[config.mk]
export PLATFORM = sky130hd
export DESIGN_NAME = splm_regs
export DESIGN_NICKNAME = d
export VERILOG_FILES = /design/src/verilog/splm_pkg.sv /design/src/verilog/splm_cycle_timer.sv /design/src/verilog/splm_regs.sv
export SDC_FILE = /design/constraint.sdc
export NUM_CORES = 1
export LEC_CHECK = 0
export ABC_CLOCK_PERIOD_IN_PS = 2200
export BUFFER_PORTS_ARGS = -buffer_cell sky130_fd_sc_hd__buf_2
export CELL_PAD_IN_SITES_DETAIL_PLACEMENT = 1
export CELL_PAD_IN_SITES_GLOBAL_PLACEMENT = 2
export CORE_MARGIN = 2
export CORE_UTILIZATION = 35
export DETAILED_ROUTE_END_ITERATION = 7
export PLACE_DENSITY = 0.77
export SETUP_SLACK_MARGIN = 0.3
export SKIP_CTS_REPAIR_TIMING = 1
export SLEW_MARGIN = 10
export SYNTH_ARGS = -nofsm -noshare
export SYNTH_HDL_FRONTEND = slang
export SYNTH_HIERARCHICAL = 1
export SYNTH_SLANG_ARGS = --single-unit
[constraint.sdc]
create_clock -name ref_clk_in -period 2.2 [get_ports ref_clk_in]
set_input_delay 0.22 -clock ref_clk_in [delete_from_list [all_inputs] [get_ports ref_clk_in]]
set_output_delay 0.22 -clock ref_clk_in [all_outputs]
set_load 0.005 [all_outputs]
[src/verilog/splm_pkg.sv]
// package: register map, field positions, reset values and timing constants
// for the miscellaneous power, indicator and tagging register bank.
// assumes a 10 MHz switch clock shared by the host register port.
package splm_pkg;

    localparam logic [7:0] SPLM_ADDR_PAUSE_LIMIT = 8'hbd;
    localparam logic [7:0] SPLM_ADDR_RSVD_C0     = 8'hc0;
    localparam logic [7:0] SPLM_ADDR_REGULATOR   = 8'hc1;
    localparam logic [7:0] SPLM_ADDR_VID_INSERT  = 8'hc2;
    localparam logic [7:0] SPLM_ADDR_PWR_IND     = 8'hc3;
    localparam logic [7:0] SPLM_ADDR_SLEEP_DELAY = 8'hc4;

    localparam logic [7:0] SPLM_RST_PAUSE_LIMIT = 8'h00;
    localparam logic [7:0] SPLM_RST_RSVD_C0     = 8'h00;
    localparam logic [7:0] SPLM_RST_REGULATOR   = 8'h00;
    localparam logic [7:0] SPLM_RST_VID_INSERT  = 8'h00;
    localparam logic [7:0] SPLM_RST_PWR_IND     = 8'h00;
    localparam logic [7:0] SPLM_RST_SLEEP_DELAY = 8'h50;

    // writable bits of the mixed registers; the rest read their reset value
    localparam logic [7:0] SPLM_MASK_REGULATOR  = 8'h40;
    localparam logic [7:0] SPLM_MASK_VID_INSERT = 8'h3f;

    localparam int SPLM_BIT_REG_OFF     = 6;
    localparam int SPLM_BIT_CPU_CLK_PD  = 7;
    localparam int SPLM_BIT_SW_CLK_PD   = 6;
    localparam int SPLM_BIT_LED_MODE_HI = 5;
    localparam int SPLM_BIT_LED_MODE_LO = 4;
    localparam int SPLM_BIT_LED_DEBUG   = 3;
    localparam int SPLM_BIT_PLL_OFF     = 2;
    localparam int SPLM_BIT_PM_HI       = 1;
    localparam int SPLM_BIT_PM_LO       = 0;

    // vid insert bit per source/egress pair
    localparam int SPLM_BIT_INS_1_2 = 5;
    localparam int SPLM_BIT_INS_1_3 = 4;
    localparam int SPLM_BIT_INS_2_1 = 3;
    localparam int SPLM_BIT_INS_2_3 = 2;
    localparam int SPLM_BIT_INS_3_1 = 1;
    localparam int SPLM_BIT_INS_3_2 = 0;

    localparam longint SPLM_CLK_HZ          = 10_000_000;
    localparam longint SPLM_PAUSE_LIMIT_MS  = 160;
    localparam longint SPLM_SLEEP_UNIT_MS   = 20;
    localparam int unsigned SPLM_PAUSE_LIMIT_CYC =
        int'(SPLM_PAUSE_LIMIT_MS * SPLM_CLK_HZ / 1000);
    localparam int unsigned SPLM_SLEEP_UNIT_CYC =
        int'(SPLM_SLEEP_UNIT_MS * SPLM_CLK_HZ / 1000);

    localparam int SPLM_TIMER_W = 21;

    typedef enum logic [1:0] {
        SPLM_PM_NORMAL  = 2'h0,
        SPLM_PM_ENERGY  = 2'h1,
        SPLM_PM_SW_DOWN = 2'h2,
        SPLM_PM_SAVING  = 2'h3
    } splm_pm_mode_t;

    typedef enum logic [1:0] {
        SPLM_LED_LINKACT_SPEED = 2'h0,
        SPLM_LED_LINK_ACT      = 2'h1,
        SPLM_LED_LINKACT_DUPLX = 2'h2,
        SPLM_LED_LINK_DUPLX    = 2'h3
    } splm_led_mode_t;

    // gray along awake -> counting -> asleep
    typedef enum logic [1:0] {
        SPLM_SLP_AWAKE    = 2'h0,
        SPLM_SLP_COUNTING = 2'h1,
        SPLM_SLP_ASLEEP   = 2'h3
    } splm_sleep_st_t;

endpackage

[src/verilog/splm_cycle_timer.sv]
// file: free running cycle timer that pulses once per period while enabled.
// assumes run_in comes from logic on the same clock.
`timescale 1ns/1ps
module splm_cycle_timer
    import splm_pkg::*;
#(
    parameter int unsigned PERIOD = 16
) (
    input  wire logic ref_clk_in,
    input  wire logic nrst_in,
    input  wire logic run_in,
    output logic      tick_out
);

    localparam logic [SPLM_TIMER_W-1:0] LAST =
        SPLM_TIMER_W'(PERIOD - 1);

    logic [SPLM_TIMER_W-1:0] count_q;
    logic                    tick_q;

    always_ff @(posedge ref_clk_in) begin
        if (!nrst_in || !run_in) begin
            count_q <= '0;
            tick_q  <= 1'b0;
        end else if (count_q == LAST) begin
            count_q <= '0;
            tick_q  <= 1'b1;
        end else begin
            count_q <= count_q + 1'b1;
            tick_q  <= 1'b0;
        end
    end

    assign tick_out = tick_q;

endmodule

[src/verilog/splm_regs.sv]
// file: miscellaneous switch register bank (pause limit, regulator, vlan id
// insertion, clock power down, indicators, power modes, sleep entry delay).
// assumes the host register port and status inputs share ref_clk_in; only
// the analog energy signal arrives from outside and is synchronised here.
`timescale 1ns/1ps

// Overview of operation
// nonzero limit requests flow control invalidation after 160 ms pause.
// regulator bit 6 set disables the internal core regulator; reset zero.
// six bits enable source vlan id insertion per source/egress port pair.
// power bit 7 powers down the processor interface clock tree.
// power bit 6 powers down the switch core clock tree.
// bits 5-4 choose which link, activity, speed, duplex drive indicators.
// debug bit drives inverted energy and inverted ready to indicators.
// bit 2 enables pll power down.
// bits 1-0 choose normal, energy detect, software down or power saving.
// energy detect sleeps after no energy for delay times 20 ms.
// sleep delay register resets to 0x50, giving 1.6 seconds.
// writable fields read back; reserved fields keep reset value.
module splm_regs
    import splm_pkg::*;
#(
    parameter int unsigned PAUSE_LIMIT_CYC = SPLM_PAUSE_LIMIT_CYC,
    parameter int unsigned SLEEP_UNIT_CYC  = SPLM_SLEEP_UNIT_CYC
) (
    input  wire logic       ref_clk_in,
    input  wire logic       nrst_in,
    input  wire logic [7:0] reg_addr_in,
    input  wire logic       reg_wr_in,
    input  wire logic       reg_rd_in,
    input  wire logic [7:0] reg_wdata_in,
    output logic      [7:0] reg_rdata_out,
    input  wire logic       pause_active_in,
    output logic            fc_invalidate_req_out,
    output logic            regulator_off_out,
    input  wire logic       frame_valid_in,
    input  wire logic       frame_untagged_in,
    input  wire logic [1:0] frame_src_port_in,
    input  wire logic [1:0] frame_egress_port_in,
    output logic            insert_src_vid_out,
    output logic            cpu_clk_pd_out,
    output logic            sw_clk_pd_out,
    input  wire logic       link_in,
    input  wire logic       act_in,
    input  wire logic       speed_in,
    input  wire logic       duplex_in,
    input  wire logic       energy_in,
    input  wire logic       device_ready_in,
    output logic            first_indicator_output_n_out,
    output logic            second_indicator_output_n_out,
    output logic            pll_pd_en_out,
    output logic      [1:0] pm_mode_out,
    output logic            low_power_out
);

    ////////////////////////////////////////////////////////////////////////
    // register storage

    logic [7:0]     pause_limit_q;
    logic [7:0]     regulator_q;
    logic [7:0]     vid_insert_q;
    logic [7:0]     pwr_ind_q;
    logic [7:0]     sleep_delay_q;
    logic [7:0]     rdata_q;
    logic [7:0]     rdata_d;

    always_ff @(posedge ref_clk_in) begin
        if (!nrst_in) begin
            pause_limit_q <= SPLM_RST_PAUSE_LIMIT;
            regulator_q   <= SPLM_RST_REGULATOR;
            vid_insert_q  <= SPLM_RST_VID_INSERT;
            pwr_ind_q     <= SPLM_RST_PWR_IND;
            sleep_delay_q <= SPLM_RST_SLEEP_DELAY;
        end else if (reg_wr_in) begin
            case (reg_addr_in)
                SPLM_ADDR_PAUSE_LIMIT: pause_limit_q <= reg_wdata_in;
                SPLM_ADDR_REGULATOR: begin
                    regulator_q <= (reg_wdata_in & SPLM_MASK_REGULATOR) |
                        (SPLM_RST_REGULATOR & ~SPLM_MASK_REGULATOR);
                end
                SPLM_ADDR_VID_INSERT: begin
                    vid_insert_q <= (reg_wdata_in & SPLM_MASK_VID_INSERT) |
                        (SPLM_RST_VID_INSERT & ~SPLM_MASK_VID_INSERT);
                end
                SPLM_ADDR_PWR_IND:     pwr_ind_q     <= reg_wdata_in;
                SPLM_ADDR_SLEEP_DELAY: sleep_delay_q <= reg_wdata_in;
                default: begin
                end
            endcase
        end
    end

    always_comb begin
        case (reg_addr_in)
            SPLM_ADDR_PAUSE_LIMIT: rdata_d = pause_limit_q;
            SPLM_ADDR_RSVD_C0:     rdata_d = SPLM_RST_RSVD_C0;
            SPLM_ADDR_REGULATOR:   rdata_d = regulator_q;
            SPLM_ADDR_VID_INSERT:  rdata_d = vid_insert_q;
            SPLM_ADDR_PWR_IND:     rdata_d = pwr_ind_q;
            SPLM_ADDR_SLEEP_DELAY: rdata_d = sleep_delay_q;
            default:               rdata_d = 8'h00;
        endcase
    end

    // read data holds until the next read strobe
    always_ff @(posedge ref_clk_in) begin
        if (!nrst_in) begin
            rdata_q <= 8'h00;
        end else if (reg_rd_in) begin
            rdata_q <= rdata_d;
        end
    end

    assign reg_rdata_out     = rdata_q;
    assign regulator_off_out = regulator_q[SPLM_BIT_REG_OFF];
    assign cpu_clk_pd_out    = pwr_ind_q[SPLM_BIT_CPU_CLK_PD];
    assign sw_clk_pd_out     = pwr_ind_q[SPLM_BIT_SW_CLK_PD];
    assign pll_pd_en_out     = pwr_ind_q[SPLM_BIT_PLL_OFF];
    assign pm_mode_out       =
        pwr_ind_q[SPLM_BIT_PM_HI:SPLM_BIT_PM_LO];

    ////////////////////////////////////////////////////////////////////////
    // flow control pause limit

    logic pause_tick;
    logic fc_req_q;

    splm_cycle_timer #(
        .PERIOD (PAUSE_LIMIT_CYC)
    ) u_pause_timer (
        .ref_clk_in (ref_clk_in),
        .nrst_in    (nrst_in),
        .run_in     (pause_active_in && (pause_limit_q != 8'h00)),
        .tick_out   (pause_tick)
    );

    always_ff @(posedge ref_clk_in) begin
        if (!nrst_in) begin
            fc_req_q <= 1'b0;
        end else begin
            fc_req_q <= pause_tick && pause_active_in &&
                        (pause_limit_q != 8'h00);
        end
    end

    assign fc_invalidate_req_out = fc_req_q;

    ////////////////////////////////////////////////////////////////////////
    // source vlan id insertion decision

    logic insert_q;
    logic pair_en;

    always_comb begin
        case ({frame_src_port_in, frame_egress_port_in})
            4'h6:    pair_en = vid_insert_q[SPLM_BIT_INS_1_2];
            4'h7:    pair_en = vid_insert_q[SPLM_BIT_INS_1_3];
            4'h9:    pair_en = vid_insert_q[SPLM_BIT_INS_2_1];
            4'hb:    pair_en = vid_insert_q[SPLM_BIT_INS_2_3];
            4'hd:    pair_en = vid_insert_q[SPLM_BIT_INS_3_1];
            4'he:    pair_en = vid_insert_q[SPLM_BIT_INS_3_2];
            default: pair_en = 1'b0;
        endcase
    end

    always_ff @(posedge ref_clk_in) begin
        if (!nrst_in) begin
            insert_q <= 1'b0;
        end else begin
            insert_q <= frame_valid_in && frame_untagged_in && pair_en;
        end
    end

    assign insert_src_vid_out = insert_q;

    ////////////////////////////////////////////////////////////////////////
    // energy input synchroniser and indicators

    logic           energy_meta_q;
    logic           energy_s_q;
    logic           first_n_q;
    logic           second_n_q;
    logic           link_act;
    splm_led_mode_t led_mode;

    always_ff @(posedge ref_clk_in) begin
        if (!nrst_in) begin
            energy_meta_q <= 1'b0;
            energy_s_q    <= 1'b0;
        end else begin
            energy_meta_q <= energy_in;
            energy_s_q    <= energy_meta_q;
        end
    end

    // combined link/activity: lit on link, blinks off with traffic
    assign link_act = link_in && !act_in;
    assign led_mode = splm_led_mode_t'(
        pwr_ind_q[SPLM_BIT_LED_MODE_HI:SPLM_BIT_LED_MODE_LO]);

    // pins are active low
    always_ff @(posedge ref_clk_in) begin
        if (!nrst_in) begin
            first_n_q  <= 1'b1;
            second_n_q <= 1'b1;
        end else if (pwr_ind_q[SPLM_BIT_LED_DEBUG]) begin
            first_n_q  <= !device_ready_in;
            second_n_q <= !energy_s_q;
        end else begin
            case (led_mode)
                SPLM_LED_LINKACT_SPEED: begin
                    first_n_q  <= !link_act;
                    second_n_q <= !speed_in;
                end
                SPLM_LED_LINK_ACT: begin
                    first_n_q  <= !link_in;
                    second_n_q <= !act_in;
                end
                SPLM_LED_LINKACT_DUPLX: begin
                    first_n_q  <= !link_act;
                    second_n_q <= !duplex_in;
                end
                default: begin
                    first_n_q  <= !link_in;
                    second_n_q <= !duplex_in;
                end
            endcase
        end
    end

    assign first_indicator_output_n_out  = first_n_q;
    assign second_indicator_output_n_out = second_n_q;

    ////////////////////////////////////////////////////////////////////////
    // energy detect sleep entry

    splm_sleep_st_t slp_q;
    logic [7:0]     units_q;
    logic           unit_tick;
    logic           low_power_q;
    logic           energy_detect_mode;

    assign energy_detect_mode = (pm_mode_out == SPLM_PM_ENERGY);

    splm_cycle_timer #(
        .PERIOD (SLEEP_UNIT_CYC)
    ) u_unit_timer (
        .ref_clk_in (ref_clk_in),
        .nrst_in    (nrst_in),
        .run_in     (slp_q == SPLM_SLP_COUNTING && !energy_s_q),
        .tick_out   (unit_tick)
    );

    always_ff @(posedge ref_clk_in) begin
        if (!nrst_in) begin
            slp_q   <= SPLM_SLP_AWAKE;
            units_q <= 8'h00;
        end else if (!energy_detect_mode || energy_s_q) begin
            slp_q   <= SPLM_SLP_AWAKE;
            units_q <= 8'h00;
        end else begin
            case (slp_q)
                SPLM_SLP_AWAKE: begin
                    slp_q   <= SPLM_SLP_COUNTING;
                    units_q <= 8'h00;
                end
                SPLM_SLP_COUNTING: begin
                    if (units_q >= sleep_delay_q) begin
                        slp_q <= SPLM_SLP_ASLEEP;
                    end else if (unit_tick) begin
                        units_q <= units_q + 8'h01;
                    end
                end
                SPLM_SLP_ASLEEP: begin
                    slp_q <= SPLM_SLP_ASLEEP;
                end
                default: begin
                    slp_q <= SPLM_SLP_AWAKE;
                end
            endcase
        end
    end

    always_ff @(posedge ref_clk_in) begin
        if (!nrst_in) begin
            low_power_q <= 1'b0;
        end else begin
            low_power_q <= (slp_q == SPLM_SLP_ASLEEP) && energy_detect_mode &&
                           !energy_s_q;
        end
    end

    assign low_power_out = low_power_q;

    ////////////////////////////////////////////////////////////////////////
    // checks

    pause_req_a: assert property (@(posedge ref_clk_in)
        disable iff (!nrst_in)
        fc_invalidate_req_out |-> $past(pause_limit_q) != 8'h00 &&
            $past(pause_active_in, 2))
        else $error("flow control request without pause limit");

    reg_off_a: assert property (@(posedge ref_clk_in)
        disable iff (!nrst_in)
        reg_wr_in && reg_addr_in == SPLM_ADDR_REGULATOR |=>
            regulator_off_out == $past(reg_wdata_in[SPLM_BIT_REG_OFF]))
        else $error("regulator disable not taken from write");

    tag_insert_a: assert property (@(posedge ref_clk_in)
        disable iff (!nrst_in)
        frame_valid_in && frame_untagged_in && frame_src_port_in == 2'h3 &&
            frame_egress_port_in == 2'h1 |=>
            insert_src_vid_out == $past(vid_insert_q[SPLM_BIT_INS_3_1]))
        else $error("port 3 to 1 insertion wrong");

    cpu_pd_a: assert property (@(posedge ref_clk_in)
        disable iff (!nrst_in)
        reg_wr_in && reg_addr_in == SPLM_ADDR_PWR_IND |=>
            cpu_clk_pd_out == $past(reg_wdata_in[SPLM_BIT_CPU_CLK_PD]))
        else $error("cpu clock power down not taken");

    sw_pd_a: assert property (@(posedge ref_clk_in)
        disable iff (!nrst_in)
        reg_wr_in && reg_addr_in == SPLM_ADDR_PWR_IND |=>
            sw_clk_pd_out == $past(reg_wdata_in[SPLM_BIT_SW_CLK_PD]))
        else $error("switch clock power down not taken");

    led_mode_a: assert property (@(posedge ref_clk_in)
        disable iff (!nrst_in)
        !pwr_ind_q[SPLM_BIT_LED_DEBUG] && led_mode == SPLM_LED_LINK_ACT |=>
            first_indicator_output_n_out == !$past(link_in) &&
            second_indicator_output_n_out == !$past(act_in))
        else $error("link and activity indicators wrong");

    led_debug_a: assert property (@(posedge ref_clk_in)
        disable iff (!nrst_in)
        pwr_ind_q[SPLM_BIT_LED_DEBUG] |=>
            second_indicator_output_n_out == !$past(energy_s_q) &&
            first_indicator_output_n_out == !$past(device_ready_in))
        else $error("debug indicator output wrong");

    pll_pd_a: assert property (@(posedge ref_clk_in)
        disable iff (!nrst_in)
        reg_wr_in && reg_addr_in == SPLM_ADDR_PWR_IND |=>
            pll_pd_en_out == $past(reg_wdata_in[SPLM_BIT_PLL_OFF]))
        else $error("pll power down enable not taken");

    pm_mode_a: assert property (@(posedge ref_clk_in)
        disable iff (!nrst_in)
        !reg_wr_in |=> $stable(pm_mode_out))
        else $error("power mode changed without a write");

    sleep_entry_a: assert property (@(posedge ref_clk_in)
        disable iff (!nrst_in)
        $rose(low_power_out) |-> $past(energy_detect_mode) &&
            $past(units_q, 2) >= $past(sleep_delay_q, 2) &&
            !$past(energy_s_q))
        else $error("low power entered before sleep delay");

    sleep_reset_a: assert property (@(posedge ref_clk_in)
        !nrst_in |=> sleep_delay_q == SPLM_RST_SLEEP_DELAY)
        else $error("sleep delay reset value wrong");

    rsvd_read_a: assert property (@(posedge ref_clk_in)
        disable iff (!nrst_in)
        reg_rd_in && reg_addr_in == SPLM_ADDR_RSVD_C0 |=>
            reg_rdata_out == SPLM_RST_RSVD_C0)
        else $error("reserved register read not zero");

    fc_req_c: cover property (@(posedge ref_clk_in)
        disable iff (!nrst_in) fc_invalidate_req_out);

    sleep_c: cover property (@(posedge ref_clk_in)
        disable iff (!nrst_in) $rose(low_power_out));

    insert_c: cover property (@(posedge ref_clk_in)
        disable iff (!nrst_in) insert_src_vid_out);

    debug_c: cover property (@(posedge ref_clk_in)
        disable iff (!nrst_in) pwr_ind_q[SPLM_BIT_LED_DEBUG]);

endmodule

==> results.txt, run 1 <==
- In this run, CTS created clock tree buffers numbering 9.
- Tracing the worst setup path back leads to its startpoint at u_pause_timer/count_q[0].
- H-Tree Depth: 3
* Length in cells of the worst reg-to-reg path: 5
- Setup repair after global routing could not meet its margin everywhere.
- The library cell used most frequently in the layout, excluding fill and tap cells, is sky130_fd_sc_hd__dfxtp_1.
- In this run the critical register-to-register path is captured at u_pause_timer/count_q[18].
* Clock sink count: 100
* EDFF count, synth: 0
- Number of slew-limit violations in the final report: 0
- For this run, the register share of the synthesized area comes to 0.409.
* Pin count of the biggest net entering global routing: 20
- Kind of path behind the tightest hold check: in2reg
- Worst-skew pair later-pin latency: 0.35 ns
- Clock-pin transition on the worst setup and hold timing paths: 0.07 ns
* CTS tree: built
- The startpoint identified for the worst hold timing path is frame_untagged_in.
- Crit path DAT: 2.14 ns
- Of all nets on the critical path, the largest fanout is 8.
- Total via count in the routed design: 4312
* Number of global-route vias before repair: 4343
* Met3 track utilization from global routing: 0.0325
* Reg2Reg Launch Point: u_pause_timer/count_q[0]
- The worst-case IR drop observed on VDD is 0.000346 V.
- Area overhead of the layout relative to synthesis: 18.6%
- For met2 alone, demand over resource in global routing was 0.307.
- After detailed routing, the number of vias per cell comes to 5.32.
* Multiplexer share of the synthesized area: 0.0307
- The worst hold path was traced through 3 stages.
- Starting density of the core: 0.355
* IO Count: 52
* Clock skew after layout: 0.00640 ns
- The core region is 0.0138 sq mm.
- Port buffering added 51 buffers.
- Initial DRT Pass Iterations: 4
* Outcome: complete, no violations
- Category of the worst setup path capture point: flip-flop
- PwrDens: 612 mW/mm^2
- Synthesis produced a netlist with a net count of 609.
- In the layout the commonest cells are sky130_fd_sc_hd__dfxtp_1, sky130_fd_sc_hd__nand2_1, sky130_fd_sc_hd__nor2_1, sky130_fd_sc_hd__buf_2, sky130_fd_sc_hd__nand3_1.
- Adder and majority cell fraction of the synthesized area: 0.0281
- Synth warn: 6
* Achievable Freq: 0.539 GHz
- The worst register-to-register path has a setup slack of 0.35 ns.
- The die is 122 um wide.
* Cell chosen for the clock root: sky130_fd_sc_hd__clkbuf_16
- Final hold viol count: 0
* Endpoint of the worst hold-timing path: insert_src_vid_out
* Antenna violations before repair: 1
- Summed over all layers, the global routing overflow is 0.
- Post-synthesis share of cell area spent on and, or, nand and nor gates: 0.301
- Sort of element at the start of the critical path: flip-flop
- Max_slew headroom: 0.666
* Distinct cell type count after synthesis: 63
- Once detail routing completed, the nets flagged for antenna violations numbered 0.
- Synthesized area divided by synthesized cell count: 8.66 sq um
- The smallest clock period supported by the final layout is computed as 1.85 ns.
* Final setup violating endpoints: 0
* Top Usage Layer GRT: met2
* Async set-or-reset flop fraction in the synthesized netlist: 0
* Final cycle utilization of the critical path: 0.843
* Post-detailed-routing wire length: 12900 um
- In the final layout, the share of cells above drive strength 1 is 0.216.
- The complex-gate fraction of the synthesized area came to 0.141.
- Number of design rule violations left after detail routing: 0
* Category of the critical setup timing path: reg2reg
- Last weighted congestion value of the routability-driven placer: 0.809
- Crit path required time: 2.49 ns
* Clk buf depth: 2
- For this run, global-route usage on met1 was measured as 0.226.
- Of the total synthesized cell area, the portion taken by XOR and XNOR cells is 0.0465.
- After detailed routing, the average wire length per cell comes to 16.0 um.
* Flop and latch count out of synthesis: 100
* Top flip-flop cell by instance count after synthesis: sky130_fd_sc_hd__dfxtp_1
- Placed wire-length estimate: 9560 um
* Number of maximum-capacitance constraint violations: 0
- From bottom edge to top edge, the die measures 122 um.
- Number of nets at the end of the flow: 669
- The die covers 0.0149 sq mm.
- Aggregate negative setup slack: 0 ns
* Main combinational cell family by area after synthesis: simple AND/OR/NAND/NOR gates
- In the synthesized netlist, the number of instances is 565.
- Leak: 2.09 nW
- The cell area that synthesis handed to floorplanning was 0.00489 sq mm.
- The floorplan has 43 rows.
- For this block, the initial DRC count from the detailed router was 184.
- Overall power consumption after layout is estimated at 3.55 mW.
* Global-route wire length before repair: 21500 um
- Total GRT Usage: 0.181
- Slew @ Worst Pin: 0.500 ns
==> worst max path at each step <==
stage | slack [ns] | to | depth (start not counted)
2_1_floorplan | 0.30 | u_pause_timer/count_q[18] | 6
3_3_place_gp | 0.19 | u_pause_timer/count_q[18] | 5
3_5_place_dp | 0.13 | u_pause_timer/count_q[18] | 5
4_1_cts | 0.12 | u_pause_timer/count_q[18] | 5
5_1_grt | 0.28 | u_pause_timer/count_q[18] | 5
6_report | 0.35 | u_pause_timer/count_q[18] | 5
==> sequential cells by signal (all words and copies together) (netlist names), 2 cells and up <==
register / cells
u_pause_timer/count_q: 21
units_q: 8
pwr_ind_q: 8
reg_rdata_out: 8
u_unit_timer/count_q: 21
slp_q: 2
sleep_delay_q: 8
vid_insert_q: 6
pause_limit_q: 8
==> power breakdown <==
part           internal (mW)  switching [mW]  total, mW  leakage (nW)
clock network          0.947           0.683       1.63         0.144
registers               1.81         0.00225       1.81         0.814
logic                 0.0470          0.0629      0.110          1.14
==> cells by family (layout without fill, tap and decap cells) <==
family,count (synthesis),in the layout
mux,15,15
simple gates,272,272
fa+ha+maj,11,11
compound gates,97,97
other cells,0,1
xor+xnor,26,26
flops,100,100
buf+inv,44,109
==> critical path, cell delays in order (launching register included) <==
cell	delay, ns
sky130_fd_sc_hd__dfxtp_4	0.37
sky130_fd_sc_hd__ha_4	0.17
sky130_fd_sc_hd__nand3_4	0.09
sky130_fd_sc_hd__or4_4	0.60
sky130_fd_sc_hd__or4_4	0.43
sky130_fd_sc_hd__a21oi_2	0.13
==> per-stage QoR <==
stage | hold slack [ns] | worst slack, ns | std cells | utilization | instance area, sq um
final | 0.0936 | 0.346 | 811 | 0.421 | 5800
after global routing | 0.108 | 0.284 | 810 | 0.421 | 5800
after floorplan | 0.346 | 0.302 | 565 | - | 4890
after CTS | 0.0875 | 0.123 | 807 | 0.413 | 5690
after detailed placement | 0.425 | 0.135 | 791 | 0.391 | 5390
after global placement | 0.416 | 0.187 | 791 | 0.391 | 5390
==> cell usage after synthesis, types with 6 or more instances <==
cell type | instances | area (sq um)
sky130_fd_sc_hd__dfxtp_1 | 100 | 2000
sky130_fd_sc_hd__nand2_1 | 67 | 251
sky130_fd_sc_hd__nor2_1 | 56 | 210
sky130_fd_sc_hd__nand3_1 | 42 | 210
sky130_fd_sc_hd__inv_1 | 18 | 67.6
sky130_fd_sc_hd__xnor2_1 | 17 | 149
sky130_fd_sc_hd__a21oi_1 | 16 | 80.1
sky130_fd_sc_hd__a21boi_0 | 15 | 113
sky130_fd_sc_hd__mux2i_1 | 15 | 150
sky130_fd_sc_hd__clkbuf_1 | 13 | 48.8
sky130_fd_sc_hd__nand4_1 | 13 | 81.3
sky130_fd_sc_hd__nor3_1 | 13 | 65.1
sky130_fd_sc_hd__o21ai_0 | 13 | 65.1
sky130_fd_sc_hd__nor2b_1 | 12 | 75.1
sky130_fd_sc_hd__ha_1 | 11 | 138
sky130_fd_sc_hd__xor2_1 | 9 | 78.8
sky130_fd_sc_hd__and3_1 | 8 | 50.1
sky130_fd_sc_hd__or3_1 | 8 | 50.1
sky130_fd_sc_hd__a31oi_1 | 7 | 43.8
sky130_fd_sc_hd__and4_1 | 7 | 61.3
sky130_fd_sc_hd__buf_4 | 7 | 52.6
sky130_fd_sc_hd__nor4_1 | 7 | 43.8
sky130_fd_sc_hd__a21boi_1 | 6 | 45.0
sky130_fd_sc_hd__a21o_1 | 6 | 45.0
==> per-layer routing <==
layer,part of all wire,wire length (um),vias to the layer above
met4,0.017,226,0
met2,0.48,6250,66
met5,0,0,-
met3,0.040,515,14
met1,0.46,5940,2086
li1,-,-,2146
==> area by class of cell <==
cell class	instances	area, sq um
fill	1663	7970
multi-input combinational	421	2740
sequential	100	2030
timing repair buffer	75	439
clock buffer	15	268
tap	180	225
inverter	18	67.6
clock inverter	1	30.0
antenna	1	2.50
No activity file was read; power rests on OpenSTA's default activity.
==> run 2, diff against run 1 <==
--- a/config.mk
+++ b/config.mk
@@ -5,14 +5,14 @@
 export SDC_FILE = /design/constraint.sdc
 export NUM_CORES = 1
 export LEC_CHECK = 0
-export ABC_CLOCK_PERIOD_IN_PS = 2200
+export ABC_CLOCK_PERIOD_IN_PS = 1700
 export BUFFER_PORTS_ARGS = -buffer_cell sky130_fd_sc_hd__buf_2
 export CELL_PAD_IN_SITES_DETAIL_PLACEMENT = 1
 export CELL_PAD_IN_SITES_GLOBAL_PLACEMENT = 2
 export CORE_MARGIN = 2
-export CORE_UTILIZATION = 35
+export CORE_UTILIZATION = 32
 export DETAILED_ROUTE_END_ITERATION = 7
-export PLACE_DENSITY = 0.77
+export PLACE_DENSITY = 0.74
 export SETUP_SLACK_MARGIN = 0.3
 export SKIP_CTS_REPAIR_TIMING = 1
 export SLEW_MARGIN = 10
==> constraint.sdc (replaced) <==
create_clock -name ref_clk_in -period 1.7 [get_ports ref_clk_in]
set_input_delay 0.17 -clock ref_clk_in [delete_from_list [all_inputs] [get_ports ref_clk_in]]
set_output_delay 0.17 -clock ref_clk_in [all_outputs]
set_load 0.005 [all_outputs]
==> run 2 against run 1 <==
Compared with the run above:
- the flow now finishes with violations (setup timing)
- power grew 32%
- sequential cell count did not move
- maximum frequency grew 4.9%
- sequential share of layout area fell by 4.2 points
- cell area grew 15%
- sequential power increased by 29%
- critical endpoint is now u_unit_timer/count_q[11]
==> results.txt, run 2 (same netlist as run 1, synthesis figures left out) <==
- The flow ran to the end, but the final reports show violations.
- Clock skew after layout: 0.00582 ns
- Aggregate negative setup slack: -1.07 ns
- Critical path peak fanout: 6
- Worst-skew pair later-pin latency: 0.35 ns
* Hold Worst Slack: 0.0507 ns
* Core outline area: 0.0151 sq mm
* Highest ir drop seen on vdd: 0.000470 V
* H-Tree Depth: 3
- The detailed router finished its first iteration with 191 violations.
* Cell chosen for the clock root: sky130_fd_sc_hd__clkbuf_16
* Critical path cell sequence: or4_4 > nor4b_4 > a31o_4 > clkbuf_16 > nor2_1
- The initial antenna violation count is 1.
- The worst register-to-register path begins at u_unit_timer/count_q[15].
* Height of the die: 128 um
* Clk buf depth: 2
- STA puts the critical path data required time at 1.94 ns.
* Crit path DAT: 2.01 ns
- In this run the register-to-register setup slack is -0.07 ns.
- The largest registers in the layout are u_pause_timer/count_q x21, u_unit_timer/count_q x21.
* IO Port Bufs: 51
- Category of the worst setup path capture point: flip-flop
- Entering global routing, the biggest net connects 43 pins.
* DR WL/cell: 16.6 um
- Using the TritonRoute via totals, the vias-per-cell ratio works out to 5.22.
* PwrDens: 700 mW/mm^2
- Number of maximum-capacitance constraint violations: 0
- Sort of element at the start of the critical path: flip-flop
- Number of slew-limit violations in the final report: 0
- Global-route wire length before repair: 23100 um
* Leak: 2.49 nW
- In this run, CTS created clock tree buffers numbering 9.
- The final reports fail on setup timing.
* Kind of path behind the tightest hold check: in2reg
- Total number of placement rows: 45
- Cell family contributing the most delay on the critical path: simple AND/OR/NAND/NOR gates
- Clock sink count: 100
- Number of global-route vias before repair: 4696
- In this design, the stage delay of the slowest critical-path cell is 0.55 ns.
- Dividing the final minimum period by the clock period gives 1.04.
- Together, buffers and inverters on the worst path number 1.
* Slew @ Worst Pin: 0.582 ns
- Clock-pin transition on the worst setup and hold timing paths: 0.07 ns
* Placed wire-length estimate: 10300 um
- Total GRT Usage: 0.177
- Tracing the worst setup path back leads to its startpoint at u_unit_timer/count_q[15].
* Final setup margin: -0.0682 ns
- Area overhead of the layout relative to synthesis: 36.7%
* Initial DRT Pass Iterations: 4
- Starting density of the core: 0.324
- Number of nets still failing antenna checks after routing: 0
* Worst R2R End: u_unit_timer/count_q[11]
* CTS tree: built
* Diode count: 0
- Slowest-stage cell, CP: sky130_fd_sc_hd__or4_4
- Number of gates on the worst path with buffers counted: 5
- Number of design rule violations left after detail routing: 0
- The die covers 0.0163 sq mm.
* Proportion of layout cells with a drive suffix above 1: 0.382
* IO Count: 52
* Max_slew headroom: 0.610
- The critical path is of the reg2reg type.
- Fin crit period: 1.77 ns
* Length in cells of the worst reg-to-reg path: 5
- Final setup violating endpoints: 26
- The top cell types in the final layout, fill and taps aside, are sky130_fd_sc_hd__dfxtp_1, sky130_fd_sc_hd__buf_4, sky130_fd_sc_hd__nand2_1, sky130_fd_sc_hd__buf_2, sky130_fd_sc_hd__nand3_1.
- Achievable Freq: 0.566 GHz
- Capture point of the critical path: u_unit_timer/count_q[11]
- RSZ-0062 raised after global routing: yes
* Post-detailed-routing wire length: 14500 um
- The final route contains 4559 vias.
- Most common cell after layout, fill and taps aside: sky130_fd_sc_hd__dfxtp_1
- Number of nets at the end of the flow: 725
* Final hold viol count: 0
- For this run the aggregate overflow at the end of global routing stands at 0.
* Last weighted congestion value of the routability-driven placer: 0.763
- Horizontal extent of the die: 128 um
- Fillers: 1759
[run 2: final cells by class]
cell class	count	area, sq um	area share
clock buffers	10	229	0.0342
clock inverters	5	77.6	0.0116
multi-input cells	421	3070	0.458
well taps	188	235	0.0352
repair buffers	131	953	0.143
flip-flops and latches	100	2060	0.308
inverters	18	67.6	0.0101
[run 2: power breakdown]
part	internal (mW)	switching, mW
Sequential	2.33	0.00247
Clock	1.28	0.928
Combinational	0.0633	0.0826
Total	3.67	1.01
[run 2: worst min path at each step]
stage                                     to  slack, ns  depth (start not counted)               from
final                          energy_meta_q       0.05                          2          energy_in
after global routing           energy_meta_q       0.05                          2          energy_in
after CTS                      energy_meta_q       0.04                          2          energy_in
after detailed placement       energy_meta_q       0.42                          2          energy_in
after global placement    insert_src_vid_out       0.40                          3  frame_untagged_in
after floorplan           insert_src_vid_out       0.30                          2  frame_untagged_in
[run 2: per-layer routing]
layer,global-route usage,vias to the layer above,part of all wire
li1,-,2256,-
met1,0.210,2228,0.44
met4,0.0595,2,0.015
met5,0,-,0.00083
met3,0.0384,18,0.031
met2,0.315,55,0.52
[run 2: stage by stage]
step | instance area (sq um) | power, mW | instances | util | worst slack, ns
after floorplan | 5020 | 2.46 | 565 | - | -0.0594
after global placement | 5870 | 2.54 | 842 | 0.389 | -0.0436
after detailed placement | 5870 | 2.55 | 842 | 0.389 | -0.0907
after CTS | 6170 | 4.77 | 857 | 0.409 | -0.147
after global routing | 6690 | 4.87 | 873 | 0.443 | -0.152
final | 6690 | 4.69 | 873 | 0.443 | -0.0682
